<file path="src/btq_pkg.sv">
package btq_pkg;
  // register map, byte addresses of 32-bit words
  localparam logic [7:0] BTQ_CTRL_OFS = 8'h00;
  localparam logic [7:0] BTQ_TSTAT_OFS = 8'h04;
  localparam logic [7:0] BTQ_TFLAG_OFS = 8'h08;
  localparam logic [7:0] BTQ_TMASK_OFS = 8'h0C;
  localparam logic [7:0] BTQ_ISTAT_OFS = 8'h10;
  localparam logic [7:0] BTQ_IMASK_OFS = 8'h14;

  // timing
  localparam int BTQ_CLK_PERIOD_NS = 20;
  localparam int BTQ_INT_PULSE_US = 256;
  localparam int BTQ_INT_PULSE_CYC = (BTQ_INT_PULSE_US * 1000)
                                     / BTQ_CLK_PERIOD_NS;

  // comparator vector bit positions
  localparam int BTQ_CMP_COLD = 0;
  localparam int BTQ_CMP_COOL = 1;
  localparam int BTQ_CMP_WARM = 2;
  localparam int BTQ_CMP_HOT = 3;
  localparam int BTQ_CMP_RCOLD = 4;
  localparam int BTQ_CMP_RHOT = 5;
  localparam int BTQ_NCMP = 6;

  // interrupt status bits
  localparam int BTQ_IRQ_REGION = 0;
  localparam int BTQ_IRQ_TERM = 1;
  localparam int BTQ_IRQ_OVP = 2;
  localparam int BTQ_IRQ_RSUSP = 3;
  localparam int BTQ_NIRQ = 4;

  // reset values
  localparam logic [15:0] BTQ_CTRL_RST = 16'h0000;
  localparam logic [3:0] BTQ_TMASK_RST = 4'h0;
  localparam logic [3:0] BTQ_IMASK_RST = 4'h0;

  typedef enum logic [2:0] {
    BTQ_REG_NORMAL = 3'b000,
    BTQ_REG_COLD = 3'b001,
    BTQ_REG_COOL = 3'b010,
    BTQ_REG_WARM = 3'b011,
    BTQ_REG_HOT = 3'b100
  } btq_region_t;

  typedef enum logic [1:0] {
    BTQ_CUR_20 = 2'b00,
    BTQ_CUR_40 = 2'b01,
    BTQ_CUR_100 = 2'b10,
    BTQ_CUR_SUSP = 2'b11
  } btq_cur_t;

  typedef enum logic [1:0] {
    BTQ_VOFS_0 = 2'b00,
    BTQ_VOFS_100 = 2'b01,
    BTQ_VOFS_200 = 2'b10,
    BTQ_VOFS_SUSP = 2'b11
  } btq_vofs_t;

  typedef enum logic [1:0] {
    BTQ_TMR_PAUSE = 2'b00,
    BTQ_TMR_HALF = 2'b01,
    BTQ_TMR_FULL = 2'b10
  } btq_tmr_t;

  // control register layout, bits [15:0]
  typedef struct packed {
    logic [1:0] spare;
    logic reverse_output_enable;
    logic term_enable;
    logic temp_interrupt_mask;
    logic thermistor_ignore;
    logic [1:0] warm_threshold_select;
    logic [1:0] cool_threshold_select;
    btq_cur_t warm_current_scale;
    btq_vofs_t warm_voltage_offset;
    btq_cur_t cool_current_scale;
  } btq_ctrl_t;

  // charge policy handed to the charger core
  typedef struct packed {
    logic charge_allowed;
    btq_cur_t current_scale;
    btq_vofs_t voltage_offset;
    logic term_active;
    btq_tmr_t timer_rate;
  } btq_policy_t;
endpackage

</file>
<file path="src/btq_qualifier.sv">
// Operation
// charging may start or continue only between the cold and hot limits.
// the cool region scales current to 20, 40 or 100 percent or suspends.
// the warm region lowers voltage by 0, 100 or 200 mV or suspends.
// the warm region scales current to 20, 40 or 100 percent or suspends.
// termination stays on in cool and warm with one common threshold.
// low scaled current terminates when above recharge and in the cv loop.
// an overvoltage after the warm voltage drop gets the usual handling.
// the safety timer pauses on suspend and runs half rate at 20 or 40.
// ignoring the thermistor means always good and status bits all zero.
// a region change updates status, sets its flag and pulses interrupt.
// each region flag and its interrupt can be masked individually.
// cold and hot thresholds are fixed, cool and warm are selectable.
// outside the reverse window switching stops with enable kept set.
// back inside the reverse window output resumes and status clears.
// each host interrupt is a low pulse of about 256 microseconds.
// flags clear on read and need a new status rising edge to reset.
// exactly one region is derived and each crossing is reported once.
module btq_qualifier
  import btq_pkg::*;
#(
  parameter int INT_PULSE_CYCLES = BTQ_INT_PULSE_CYC
) (
  // clock and reset
  input wire logic clk,
  input wire logic rst_b,
  // register port
  input wire logic [7:0] reg_addr,
  input wire logic [31:0] reg_wdata,
  input wire logic reg_wr,
  input wire logic reg_rd,
  output logic [31:0] reg_rdata,
  // comparators, high when the sense voltage is past that limit
  input wire logic [BTQ_NCMP-1:0] cmp_in,
  output logic [1:0] cool_threshold_select,
  output logic [1:0] warm_threshold_select,
  // charger core conditions
  input wire logic curr_below_term,
  input wire logic vbat_above_recharge,
  input wire logic cv_loop_active,
  input wire logic battery_overvoltage,
  // charge policy
  output btq_policy_t policy,
  output logic terminate,
  output logic ovp_protect,
  // reverse output
  output logic reverse_output_enable,
  output logic reverse_switch_en,
  output logic input_source_zero,
  // host interrupts
  output logic host_int_b,
  output logic irq
);

  localparam int NSYNC = BTQ_NCMP + 4;

  // three-stage synchronisers; stage 1 feeds stage 2 only
  logic [NSYNC-1:0] raw;
  logic [NSYNC-1:0] s1_r, s2_r, s3_r, filt_r;
  logic [NSYNC-1:0] s1_nxt, s2_nxt, s3_nxt, filt_nxt;

  assign raw = {battery_overvoltage, cv_loop_active, vbat_above_recharge,
                curr_below_term, cmp_in};

  // a bit moves only once stages 2 and 3 agree
  genvar gi;
  generate
    for (gi = 0; gi < NSYNC; gi++) begin : g_flt
      always_comb begin
        if (s2_r[gi] == s3_r[gi]) begin
          filt_nxt[gi] = s3_r[gi];
        end else begin
          filt_nxt[gi] = filt_r[gi];
        end
      end
    end
  endgenerate

  always_comb begin
    s1_nxt = raw;
    s2_nxt = s1_r;
    s3_nxt = s2_r;
  end

  always_ff @(posedge clk) begin
    if (!rst_b) begin
      s1_r <= '0;
      s2_r <= '0;
      s3_r <= '0;
      filt_r <= '0;
    end else begin
      s1_r <= s1_nxt;
      s2_r <= s2_nxt;
      s3_r <= s3_nxt;
      filt_r <= filt_nxt;
    end
  end

  // filtered view; nothing below reads the raw pins
  logic [BTQ_NCMP-1:0] cmp;
  logic below_term, above_rchg, cv_loop, ovp_in;
  assign cmp = filt_r[BTQ_NCMP-1:0];
  assign below_term = filt_r[BTQ_NCMP];
  assign above_rchg = filt_r[BTQ_NCMP+1];
  assign cv_loop = filt_r[BTQ_NCMP+2];
  assign ovp_in = filt_r[BTQ_NCMP+3];

  // registers
  btq_ctrl_t ctrl_r, ctrl_nxt;
  logic [3:0] tflag_r, tflag_nxt, tmask_r, tmask_nxt;
  logic [BTQ_NIRQ-1:0] istat_r, istat_nxt, imask_r, imask_nxt;
  logic [31:0] rdata_r, rdata_nxt;
  btq_region_t region_r, region_nxt, region_raw;
  logic [3:0] tstat_r, tstat_nxt;
  logic term_r, term_nxt;
  logic rsusp_r, rsusp_nxt;
  logic ovp_r, ovp_nxt;
  logic rsw_r, rsw_nxt;
  logic [15:0] pulse_cnt_r, pulse_cnt_nxt;

  logic wr_ctrl, wr_tmask, wr_istat, wr_imask, rd_tflag;
  assign wr_ctrl = reg_wr && reg_addr == BTQ_CTRL_OFS;
  assign wr_tmask = reg_wr && reg_addr == BTQ_TMASK_OFS;
  assign wr_istat = reg_wr && reg_addr == BTQ_ISTAT_OFS;
  assign wr_imask = reg_wr && reg_addr == BTQ_IMASK_OFS;
  assign rd_tflag = reg_rd && reg_addr == BTQ_TFLAG_OFS;

  // cold and hot win over cool and warm so one region holds at a time
  always_comb begin
    if (cmp[BTQ_CMP_COLD]) begin
      region_raw = BTQ_REG_COLD;
    end else if (cmp[BTQ_CMP_HOT]) begin
      region_raw = BTQ_REG_HOT;
    end else if (cmp[BTQ_CMP_COOL]) begin
      region_raw = BTQ_REG_COOL;
    end else if (cmp[BTQ_CMP_WARM]) begin
      region_raw = BTQ_REG_WARM;
    end else begin
      region_raw = BTQ_REG_NORMAL;
    end
  end

  // reverse window uses its own comparators
  logic rev_out_window, rev_run;
  // ignoring the thermistor also keeps reverse output running
  assign rev_out_window = !ctrl_r.thermistor_ignore &&
                          (cmp[BTQ_CMP_RCOLD] || cmp[BTQ_CMP_RHOT]);
  assign rev_run = ctrl_r.reverse_output_enable && !rev_out_window;

  // status bits and charge policy
  btq_policy_t pol;
  btq_cur_t cur;
  always_comb begin
    if (ctrl_r.thermistor_ignore) begin
      region_nxt = BTQ_REG_NORMAL;
    end else begin
      region_nxt = region_raw;
    end
    // one status bit at most, same layout as the flags
    tstat_nxt = '0;
    if (ctrl_r.reverse_output_enable) begin
      // only the reverse window faults are reported
      tstat_nxt[0] = rev_out_window && cmp[BTQ_CMP_RCOLD];
      tstat_nxt[3] = rev_out_window && !cmp[BTQ_CMP_RCOLD];
    end else begin
      case (region_nxt)
        BTQ_REG_COLD: tstat_nxt[0] = 1'b1;
        BTQ_REG_COOL: tstat_nxt[1] = 1'b1;
        BTQ_REG_WARM: tstat_nxt[2] = 1'b1;
        BTQ_REG_HOT: tstat_nxt[3] = 1'b1;
        default: tstat_nxt = '0;
      endcase
    end

    pol.voltage_offset = BTQ_VOFS_0;
    case (region_r)
      BTQ_REG_COOL: cur = ctrl_r.cool_current_scale;
      BTQ_REG_WARM: begin
        cur = ctrl_r.warm_current_scale;
        pol.voltage_offset = ctrl_r.warm_voltage_offset;
      end
      BTQ_REG_NORMAL: cur = BTQ_CUR_100;
      default: cur = BTQ_CUR_SUSP;
    endcase
    pol.current_scale = cur;
    pol.charge_allowed = cur != BTQ_CUR_SUSP &&
                         pol.voltage_offset != BTQ_VOFS_SUSP;
    // same threshold in every region, gated by the enable and by charge_allowed
    pol.term_active = ctrl_r.term_enable && pol.charge_allowed;
    if (!pol.charge_allowed) begin
      pol.timer_rate = BTQ_TMR_PAUSE;
    end else if (cur == BTQ_CUR_20 || cur == BTQ_CUR_40) begin
      pol.timer_rate = BTQ_TMR_HALF;
    end else begin
      pol.timer_rate = BTQ_TMR_FULL;
    end
    term_nxt = pol.term_active && below_term && above_rchg && cv_loop;
    rsusp_nxt = ctrl_r.reverse_output_enable && !rev_run;
    rsw_nxt = rev_run;
    ovp_nxt = ovp_in;
  end

  // events, flags and interrupt status; a set beats a clear
  logic [3:0] trise;
  logic [BTQ_NIRQ-1:0] ev;
  logic int_fire;
  always_comb begin
    trise = tstat_nxt & ~tstat_r;
    ev = '0;
    ev[BTQ_IRQ_REGION] = |(trise & ~tmask_r);
    ev[BTQ_IRQ_TERM] = term_nxt && !term_r;
    ev[BTQ_IRQ_OVP] = ovp_nxt && !ovp_r;
    ev[BTQ_IRQ_RSUSP] = rsusp_nxt && !rsusp_r;
    // the flag still records a crossing whose pulse is masked globally
    tflag_nxt = rd_tflag ? 4'h0 : tflag_r;
    tflag_nxt = tflag_nxt | (trise & ~tmask_r);
    istat_nxt = wr_istat ? (istat_r & ~reg_wdata[BTQ_NIRQ-1:0]) : istat_r;
    istat_nxt = istat_nxt | ev;
    int_fire = (ev[BTQ_IRQ_REGION] && !ctrl_r.temp_interrupt_mask) ||
               ev[BTQ_IRQ_TERM] || ev[BTQ_IRQ_OVP] || ev[BTQ_IRQ_RSUSP];
    // a new event restarts the pulse rather than being dropped
    if (int_fire) begin
      pulse_cnt_nxt = 16'(INT_PULSE_CYCLES);
    end else if (pulse_cnt_r != 16'h0000) begin
      pulse_cnt_nxt = pulse_cnt_r - 16'h0001;
    end else begin
      pulse_cnt_nxt = pulse_cnt_r;
    end
    ctrl_nxt = wr_ctrl ? btq_ctrl_t'(reg_wdata[15:0]) : ctrl_r;
    tmask_nxt = wr_tmask ? reg_wdata[3:0] : tmask_r;
    imask_nxt = wr_imask ? reg_wdata[BTQ_NIRQ-1:0] : imask_r;
  end

  // read data, valid the cycle after the strobe; unmapped reads zero
  always_comb begin
    rdata_nxt = 32'h0000_0000;
    if (reg_rd) begin
      case (reg_addr)
        BTQ_CTRL_OFS: rdata_nxt[15:0] = ctrl_r;
        BTQ_TSTAT_OFS: begin
          rdata_nxt[3:0] = tstat_r;
          rdata_nxt[6:4] = region_r;
          rdata_nxt[7] = policy.charge_allowed;
          rdata_nxt[8] = rsusp_r;
        end
        BTQ_TFLAG_OFS: rdata_nxt[3:0] = tflag_r;
        BTQ_TMASK_OFS: rdata_nxt[3:0] = tmask_r;
        BTQ_ISTAT_OFS: rdata_nxt[BTQ_NIRQ-1:0] = istat_r;
        BTQ_IMASK_OFS: rdata_nxt[BTQ_NIRQ-1:0] = imask_r;
        default: rdata_nxt = 32'h0000_0000;
      endcase
    end
  end

  always_ff @(posedge clk) begin
    if (!rst_b) begin
      ctrl_r <= btq_ctrl_t'(BTQ_CTRL_RST);
      tmask_r <= BTQ_TMASK_RST;
      imask_r <= BTQ_IMASK_RST;
      tflag_r <= 4'h0;
      istat_r <= 4'h0;
      tstat_r <= 4'h0;
      region_r <= BTQ_REG_NORMAL;
      term_r <= 1'b0;
      rsusp_r <= 1'b0;
      ovp_r <= 1'b0;
      rsw_r <= 1'b0;
      pulse_cnt_r <= 16'h0000;
      rdata_r <= 32'h0000_0000;
      policy <= '0;
    end else begin
      ctrl_r <= ctrl_nxt;
      tmask_r <= tmask_nxt;
      imask_r <= imask_nxt;
      tflag_r <= tflag_nxt;
      istat_r <= istat_nxt;
      tstat_r <= tstat_nxt;
      region_r <= region_nxt;
      term_r <= term_nxt;
      rsusp_r <= rsusp_nxt;
      ovp_r <= ovp_nxt;
      rsw_r <= rsw_nxt;
      pulse_cnt_r <= pulse_cnt_nxt;
      rdata_r <= rdata_nxt;
      policy <= pol;
    end
  end

  // outputs
  assign reg_rdata = rdata_r;
  assign terminate = term_r;
  assign ovp_protect = ovp_r;
  assign cool_threshold_select = ctrl_r.cool_threshold_select;
  assign warm_threshold_select = ctrl_r.warm_threshold_select;
  // enable stays set while switching is held off
  assign reverse_output_enable = ctrl_r.reverse_output_enable;
  // registered, so enabling inside a fault never lets one cycle switch
  assign reverse_switch_en = ctrl_r.reverse_output_enable && rsw_r;
  assign input_source_zero = rsusp_r;
  assign host_int_b = pulse_cnt_r == 16'h0000;
  assign irq = |(istat_r & imask_r);

endmodule

</file>
<file path="config.mk">
export PLATFORM = sky130hd
export DESIGN_NAME = btq_qualifier
export DESIGN_NICKNAME = d
export VERILOG_FILES = /design/src/btq_pkg.sv /design/src/btq_qualifier.sv
export SDC_FILE = /design/constraint.sdc
export NUM_CORES = 1
export LEC_CHECK = 0
export BUFFER_PORTS_ARGS = -buffer_cell sky130_fd_sc_hd__buf_4
export CAP_MARGIN = 0
export CORE_ASPECT_RATIO = 0.8
export CORE_MARGIN = 4
export CORE_UTILIZATION = 45
export CTS_BUF_LIST = sky130_fd_sc_hd__clkbuf_16
export DETAILED_ROUTE_END_ITERATION = 8
export GPL_TIMING_DRIVEN = 0
export PLACE_DENSITY = 0.82
export SYNTH_ARGS = -nofsm -noshare
export SYNTH_HDL_FRONTEND = slang
export SYNTH_SLANG_ARGS = --single-unit
</file>
<file path="constraint.sdc">
create_clock -name clk -period 1.96 [get_ports clk]
set_clock_uncertainty 0.1 [all_clocks]
set_input_delay 0.196 -clock clk [delete_from_list [all_inputs] [get_ports clk]]
set_output_delay 0.196 -clock clk [all_outputs]
set_load 0.05 [all_outputs]
</file>
==> out/qor.yml, run 1 <==
timing:
  fin_setup_tns_ps: -698
  rsz0062_at_grt: "yes"
  whs_ps: 74.7
  final-hold-violation-count: 0
  setup_viol: 17
  slew_headroom: 0.537
  min_period_ps: 2060
  worst_pin_slew_ps: 689
  drv_slew: 0
  fin_crit_sh: 1.05
  setup_ws_ps: -96.3
  max_freq_mhz: 486
worst_hold_path:
  hold_depth: 4
  hold_end: "reg_rdata[2]"
  min-delay-start: "reg_addr[1]"
  hp-class: "input pin to register"
cts:
  cts_tree: "yes"
  cts_buffers: 17
  cts.sinks: 123
  worstSkewPairLatency_ps: 410
  clk_pin_slew_worst_paths_ps: 60
  ctsRootBufferMaster: "clkbuf_16"
  cts_max_path_buffers: 2
  htreeDepth: 4
routing:
  drt_iter0_markers: 294
  drt-total-wl_mm: 12.9
  ant_nets: 0
  drc: 0
  vias: 4163
  viasPerCell: 5.22
  routedWlPerCell_um: 16.2
  drtPass1Iterations: 5
worst_setup_path:
  worst-endpoint-arrival_ps: 2260
  endpoint_kind: "register"
  cp_max_fo: 5
  critPathSlowestCell: "o31a_1"
  start_kind: "register"
  crit_buf_inv: 1
  r2r_end: "pulse_cnt_r[9]"
  ff2ff_path_depth: 6
  rrSetupSlack_ps: -100
  cp.required_ps: 2160
  cpMostUsedCell: "o31a_1"
  timing.rr.start: "filt_r[3]"
  crit_type: "register to register"
  worstPathCellList: "or3b_4, a21oi_4, nor4b_4, o31a_1, buf_6, o31a_1"
  crit_family: "compound AO/OA/AOI/OAI gates"
  cp.depth: 6
  max_stage_delay_ps: 390
place:
  port_buffers: 71
  place_congestion: 0.950
  post_dp_cell_area_um2: 5650
  dp_cells: 720
  place_hpwl_mm: 8.04
logic_synthesis:
  syn_avg_cell_area_um2: 9.85
  async_flop_share: 0
  syn_inst: 494
  synth_compound_area_frac: 0.102
  synth.distinct_cells: 59
  synth.area.top_cells: "dfxtp_1, mux2i_1, and2_1"
  synth_edf_count: 0
  ys_seq_area_frac: 0.506
  ys_seq_elements: 123
  synthSimpleGateAreaFrac: 0.229
  synthMuxAreaShare: 0.0928
  ys.flop_type: "dfxtp_1"
  synthAdderAreaFrac: 0.00257
  synth_common_cells: "dfxtp_1, nor2_1, mux2i_1"
  synth_xor_area_frac: 0.00900
  synth_area_leader_cell: "dfxtp_1"
  synth_top_family_by_area: "simple AND/OR/NAND/NOR gates"
  synth_most_common_cell: "dfxtp_1"
  yosysTopAreaCellShare: 0.506
  syn_area_um2: 4860
  yosys_warnings: 0
outcome:
  violations: "setup timing"
  outcome: "finished, violations left"
power_and_ir_drop:
  power_frac_seq: 0.372
  p_clk_frac: 0.404
  p_comb_frac: 0.225
  power_density_nw_per_um2: 1090
  power.internal_w: 0.00527
  fin_total_pwr_w: 0.00749
  p_leak_nw: 2.97
  irDropWorstVdd_uv: 957
  p_sw_frac: 0.296
  p_sw_w: 0.00222
global_routing:
  grt_pass1_wl_mm: 20.5
  grt_overflow: 0
  first_global_vias: 4111
  grt_start_max_net_pins: 17
  antenna_found_initial: 0
  grt_usage: 0.205
finish:
  area_growth_pct: 40.7
  drive_gt1_frac: 0.314
  stdcell_count: 797
  fillers: 770
  nets: 699
  fin_area_um2: 6850
  diodes: 0
floorplanning:
  chipHeight_um: 101
  io_pins: 105
  die_w_um: 124
  design.die.area_um2: 12500
  start_util: 0.468
  rows: 33
  fp.coreArea_um2: 10400
job:
  drv_cap: 0
==> metrics by stage <==
stage | setup slack [ps] | utilization
floorplan | -2.38 | -
global placement | -342 | 0.543
detailed placement | -411 | 0.543
CTS | -45.0 | 0.645
global route | -156 | 0.658
finish | -96.3 | 0.658
==> per-layer routing <==
layer / vias to the layer above / GRT usage / wire length [um]
met1: 1943 / 0.237 / 5410
met5: - / 0 / 0
met2: 197 / 0.353 / 6270
li1: 1986 / - / -
met3: 37 / 0.0646 / 905
met4: 0 / 0.0893 / 331
==> state kept, by name (all words and copies together) (netlist names), 2 cells and up <==
name,cells
pulse_cnt_r,16
istat_r,4
filt_r,10
s1_r,10
policy,8
tmask_r,4
tstat_r,4
imask_r,4
region_r,3
reg_rdata,16
s3_r,10
tflag_r,4
warm_threshold_select,2
ctrl_r,11
cool_threshold_select,2
s2_r,10
==> power by group through the flow <==
stage | clock [W] | combinational (W) | sequential, W
floorplan | 0 | 0.000969 | 0.00278
global placement | 0 | 0.00119 | 0.00278
detailed placement | 0 | 0.00124 | 0.00279
CTS | 0.00305 | 0.00153 | 0.00277
global route | 0.00319 | 0.00181 | 0.00280
finish | 0.00302 | 0.00168 | 0.00278
==> worst max-delay path by stage <==
stage                            endpoint             startpoint
after floorplan           pulse_cnt_r[10]  reverse_output_enable
after global placement     pulse_cnt_r[3]            region_r[0]
after detailed placement   pulse_cnt_r[6]            region_r[0]
after CTS                  pulse_cnt_r[9]              filt_r[3]
after global routing       pulse_cnt_r[9]              filt_r[2]
final                      pulse_cnt_r[9]              filt_r[3]
==> cell families after synthesis <==
kind of cell	after synthesis
XOR/XNOR	5
AO/OA/AOI/OAI	75
buffers and inverters	51
multiplexers	45
flip-flops	123
other	1
adder cells (fa/ha/maj)	1
AND/OR/NAND/NOR	193
==> layout make-up <==
type / count / area [um2] / share of cell area
clock inverter: 14 / 138 / 0.0201
clock buffer: 18 / 450 / 0.0658
tap: 140 / 175 / 0.0256
multi-input combinational: 335 / 2350 / 0.343
timing repair buffer: 119 / 973 / 0.142
buffer: 37 / 235 / 0.0344
sequential: 123 / 2480 / 0.363
inverter: 11 / 43.8 / 0.00640
==> worst register-to-register path, stage by stage, from the launching register on <==
cell and delay, ps:
dfxtp_4 350, or3b_4 380, a21oi_4 240, nor4b_4 80
o31a_1 390, buf_6 180, o31a_1 230
==> layout by cell type (no fill, tap or decap), types with 6 or more instances in the layout <==
cell type / count
dfxtp_1: 113
buf_4: 111
nor2_1: 54
mux2i_1: 43
and2_1: 41
a21oi_1: 28
nand2_1: 26
dlygate4sd3_1: 26
clkbuf_16: 18
conb_1: 16
nor3_2: 12
o21ai_0: 12
clkbuf_1: 10
nor3_1: 8
inv_1: 7
dfxtp_2: 7
a22oi_1: 6
==> repair_timing <==
item / CTS / global route
endpoints found under the setup margin: 18 / 19
pin swaps: 14 / 10
gates cloned: 0 / 1
buffers inserted: 11 / 10
hold buffers: 26 / 0
gates resized for setup: 28 / 22
endpoints found under the hold margin: 32 / 0
Note: power is estimated with default switching activity, not from simulation.
==> run 2: changes to the inputs <==
==> config.mk (replaced) <==
export PLATFORM = sky130hd
export DESIGN_NAME = btq_qualifier
export DESIGN_NICKNAME = d
export VERILOG_FILES = /design/src/btq_pkg.sv /design/src/btq_qualifier.sv
export SDC_FILE = /design/constraint.sdc
export NUM_CORES = 1
export LEC_CHECK = 0
export CAP_MARGIN = 0
export CORE_ASPECT_RATIO = 0.8
export CORE_MARGIN = 4
export CORE_UTILIZATION = 45
export CTS_BUF_LIST = sky130_fd_sc_hd__clkbuf_16
export DETAILED_ROUTE_END_ITERATION = 8
export DONT_BUFFER_PORTS = 1
export GPL_TIMING_DRIVEN = 1
export PLACE_DENSITY = 0.73
export SYNTH_ARGS = -nofsm -noshare
export SYNTH_HDL_FRONTEND = slang
export SYNTH_SLANG_ARGS = --single-unit
==> constraint.sdc (replaced) <==
create_clock -name clk -period 1.81 [get_ports clk]
set_clock_uncertainty 0.1 [all_clocks]
set_input_delay 0.181 -clock clk [delete_from_list [all_inputs] [get_ports clk]]
set_output_delay 0.181 -clock clk [all_outputs]
set_load 0.05 [all_outputs]
==> run 2 against run 1 <==
The run still ends with setup timing left; final cell count down 5.3%; final area shrank 1.7%; hold slack got worse by 38 ps; highest routed layer unchanged; largest power group unchanged; worst setup slack lost 34 ps.
==> out/qor.yml, run 2 (synthesized netlist as in run 1, its figures left out) <==
worst_setup_path:
  endpoint_kind: "register"  # unchanged
  start_kind: "register"  # unchanged
  worst-endpoint-arrival_ps: 2130  # was 2260 ps
  cp_max_fo: 6  # was 5
  cp.required_ps: 2000  # was 2160 ps
  crit_type: "register to register"  # unchanged
job:
  drv_cap: 0  # unchanged
routing:
  drt-total-wl_mm: 11.7  # was 12.9 mm
  drc: 0  # unchanged
  vias: 3827  # was 4163
  drt_iter0_markers: 200  # was 294
  viasPerCell: 5.07  # was 5.22
  drtPass1Iterations: 4  # was 5
  ant_nets: 0  # unchanged
  routedWlPerCell_um: 15.5  # was 16.2 um
floorplanning:
  io_pins: 105  # unchanged
  design.die.area_um2: 12500  # unchanged
  rows: 33  # unchanged
  fp.coreArea_um2: 10400  # unchanged
  chipHeight_um: 101  # unchanged
  die_w_um: 124  # unchanged
  start_util: 0.468  # unchanged
finish:
  drive_gt1_frac: 0.276  # was 0.314
  fillers: 795  # was 770
  final_common_cell: "dfxtp_1"  # unchanged
  diodes: 0  # unchanged
  nets: 657  # was 699
  area_growth_pct: 38.3  # was 40.7%
  stdcell_count: 755  # was 797
  fin_area_um2: 6730  # was 6850 um2
  final_cell_mix: "dfxtp_1, buf_4, nor2_1, mux2i_1, and2_1"  # unchanged
timing:
  rsz0062_at_grt: "yes"  # unchanged
  slew_headroom: 0.638  # was 0.537
  final-hold-violation-count: 0  # unchanged
  setup_viol: 15  # was 17
  fin_crit_sh: 1.07  # was 1.05
  setup_ws_ps: -130  # was -96.3 ps
  max_freq_mhz: 515  # was 486 MHz
  min_period_ps: 1940  # was 2060 ps
  drv_slew: 0  # unchanged
  worst_pin_slew_ps: 542  # was 689 ps
outcome:
  violations: "setup timing"  # unchanged
  outcome: "finished, violations left"  # unchanged
global_routing:
  antenna_found_initial: 1  # was 0
  grt_start_max_net_pins: 44  # was 17
  first_global_vias: 3868  # was 4111
  grt_pass1_wl_mm: 19.1  # was 20.5 mm
  grt_overflow: 0  # unchanged
  grt_usage: 0.192  # was 0.205
cts:
  ctsRootBufferMaster: "clkbuf_16"  # unchanged
  cts_max_path_buffers: 2  # unchanged
  cts.sinks: 123  # unchanged
  worstSkewPairLatency_ps: 410  # about the same
  cts_tree: "yes"  # unchanged
  htreeDepth: 4  # unchanged
  clk_pin_slew_worst_paths_ps: 50  # was 60 ps
  cts_buffers: 17  # unchanged
worst_hold_path:
  hp-class: "input pin to register"  # unchanged
place:
  dp_cells: 678  # was 720
  port_buffers: 0  # was 71
  place_congestion: 0.846  # was 0.950
  place_hpwl_mm: 7.70  # was 8.04 mm
  post_dp_cell_area_um2: 5540  # was 5650 um2
power_and_ir_drop:
  irDropWorstVdd_uv: 1120  # was 957 uV
  power_density_nw_per_um2: 1220  # was 1090 nW/um2
  p_leak_nw: 2.82  # was 2.97 nW
run 2: area by class of cell:
cell class	count	area, um2	area share
Sequential cell	123	2480	0.368
Tap cell	140	175	0.0260
Clock inverter	15	135	0.0201
Multi-Input combinational cell	335	2450	0.364
Timing Repair Buffer	114	1020	0.152
Inverter	11	43.8	0.00651
Clock buffer	17	425	0.0632
run 2: through the flow:
step                      setup TNS [ps]  total power, W  setup slack (ps)  utilization  hold slack, ps
final                               -675         0.00824              -130        0.647            37.2
after global placement              -627         0.00460             -75.6        0.532             212
after global routing               -1820         0.00862              -199        0.647            37.9
after floorplan                     -483         0.00411             -38.2            -             208
after CTS                           -984         0.00811              -103        0.633            14.4
after detailed placement           -1130         0.00463              -110        0.532             211
run 2: repair_timing:
item                                    CTS  global route
setup buffers                             7             4
pin swaps                                 9            21
resized for setup                        17            22
endpoints found under the setup margin   18            19
hold buffers                             35             0
cloned                                    0             1
endpoints found under the hold margin    90             0
run 2: critical path: stages (launching register included):
cell and delay [ps]:
dfxtp_2 350, or3b_4 400, a21oi_4 190, nor4b_4 70, o31a_4 390, o41a_1 320
run 2: metal layers:
layer	GRT usage	vias up	share of wire
met1	0.237	1817	0.45
met2	0.317	95	0.48
met3	0.0657	8	0.061
met5	0	-	0
met4	0.0674	0	0.0083
li1	-	1907	-
run 2: worst paths after layout:
path / startpoint / to / slack (ps) / cells past startpoint
max: filt_r[2] / pulse_cnt_r[12] / -130 / 5
min: reg_rd / reg_rdata[5] / 40 / 3
max reg2reg: filt_r[2] / pulse_cnt_r[12] / -130 / 5
min reg2reg: s1_r[1] / s2_r[1] / 330 / 1
run 2: where the power goes:
| part | switching [W] | internal, W | leakage [nW] |
|---|---|---|---|
| clock network | 0.00118 | 0.00199 | 0.266 |
| registers | 0.000130 | 0.00285 | 1.00 |
| logic | 0.00105 | 0.00104 | 1.55 |
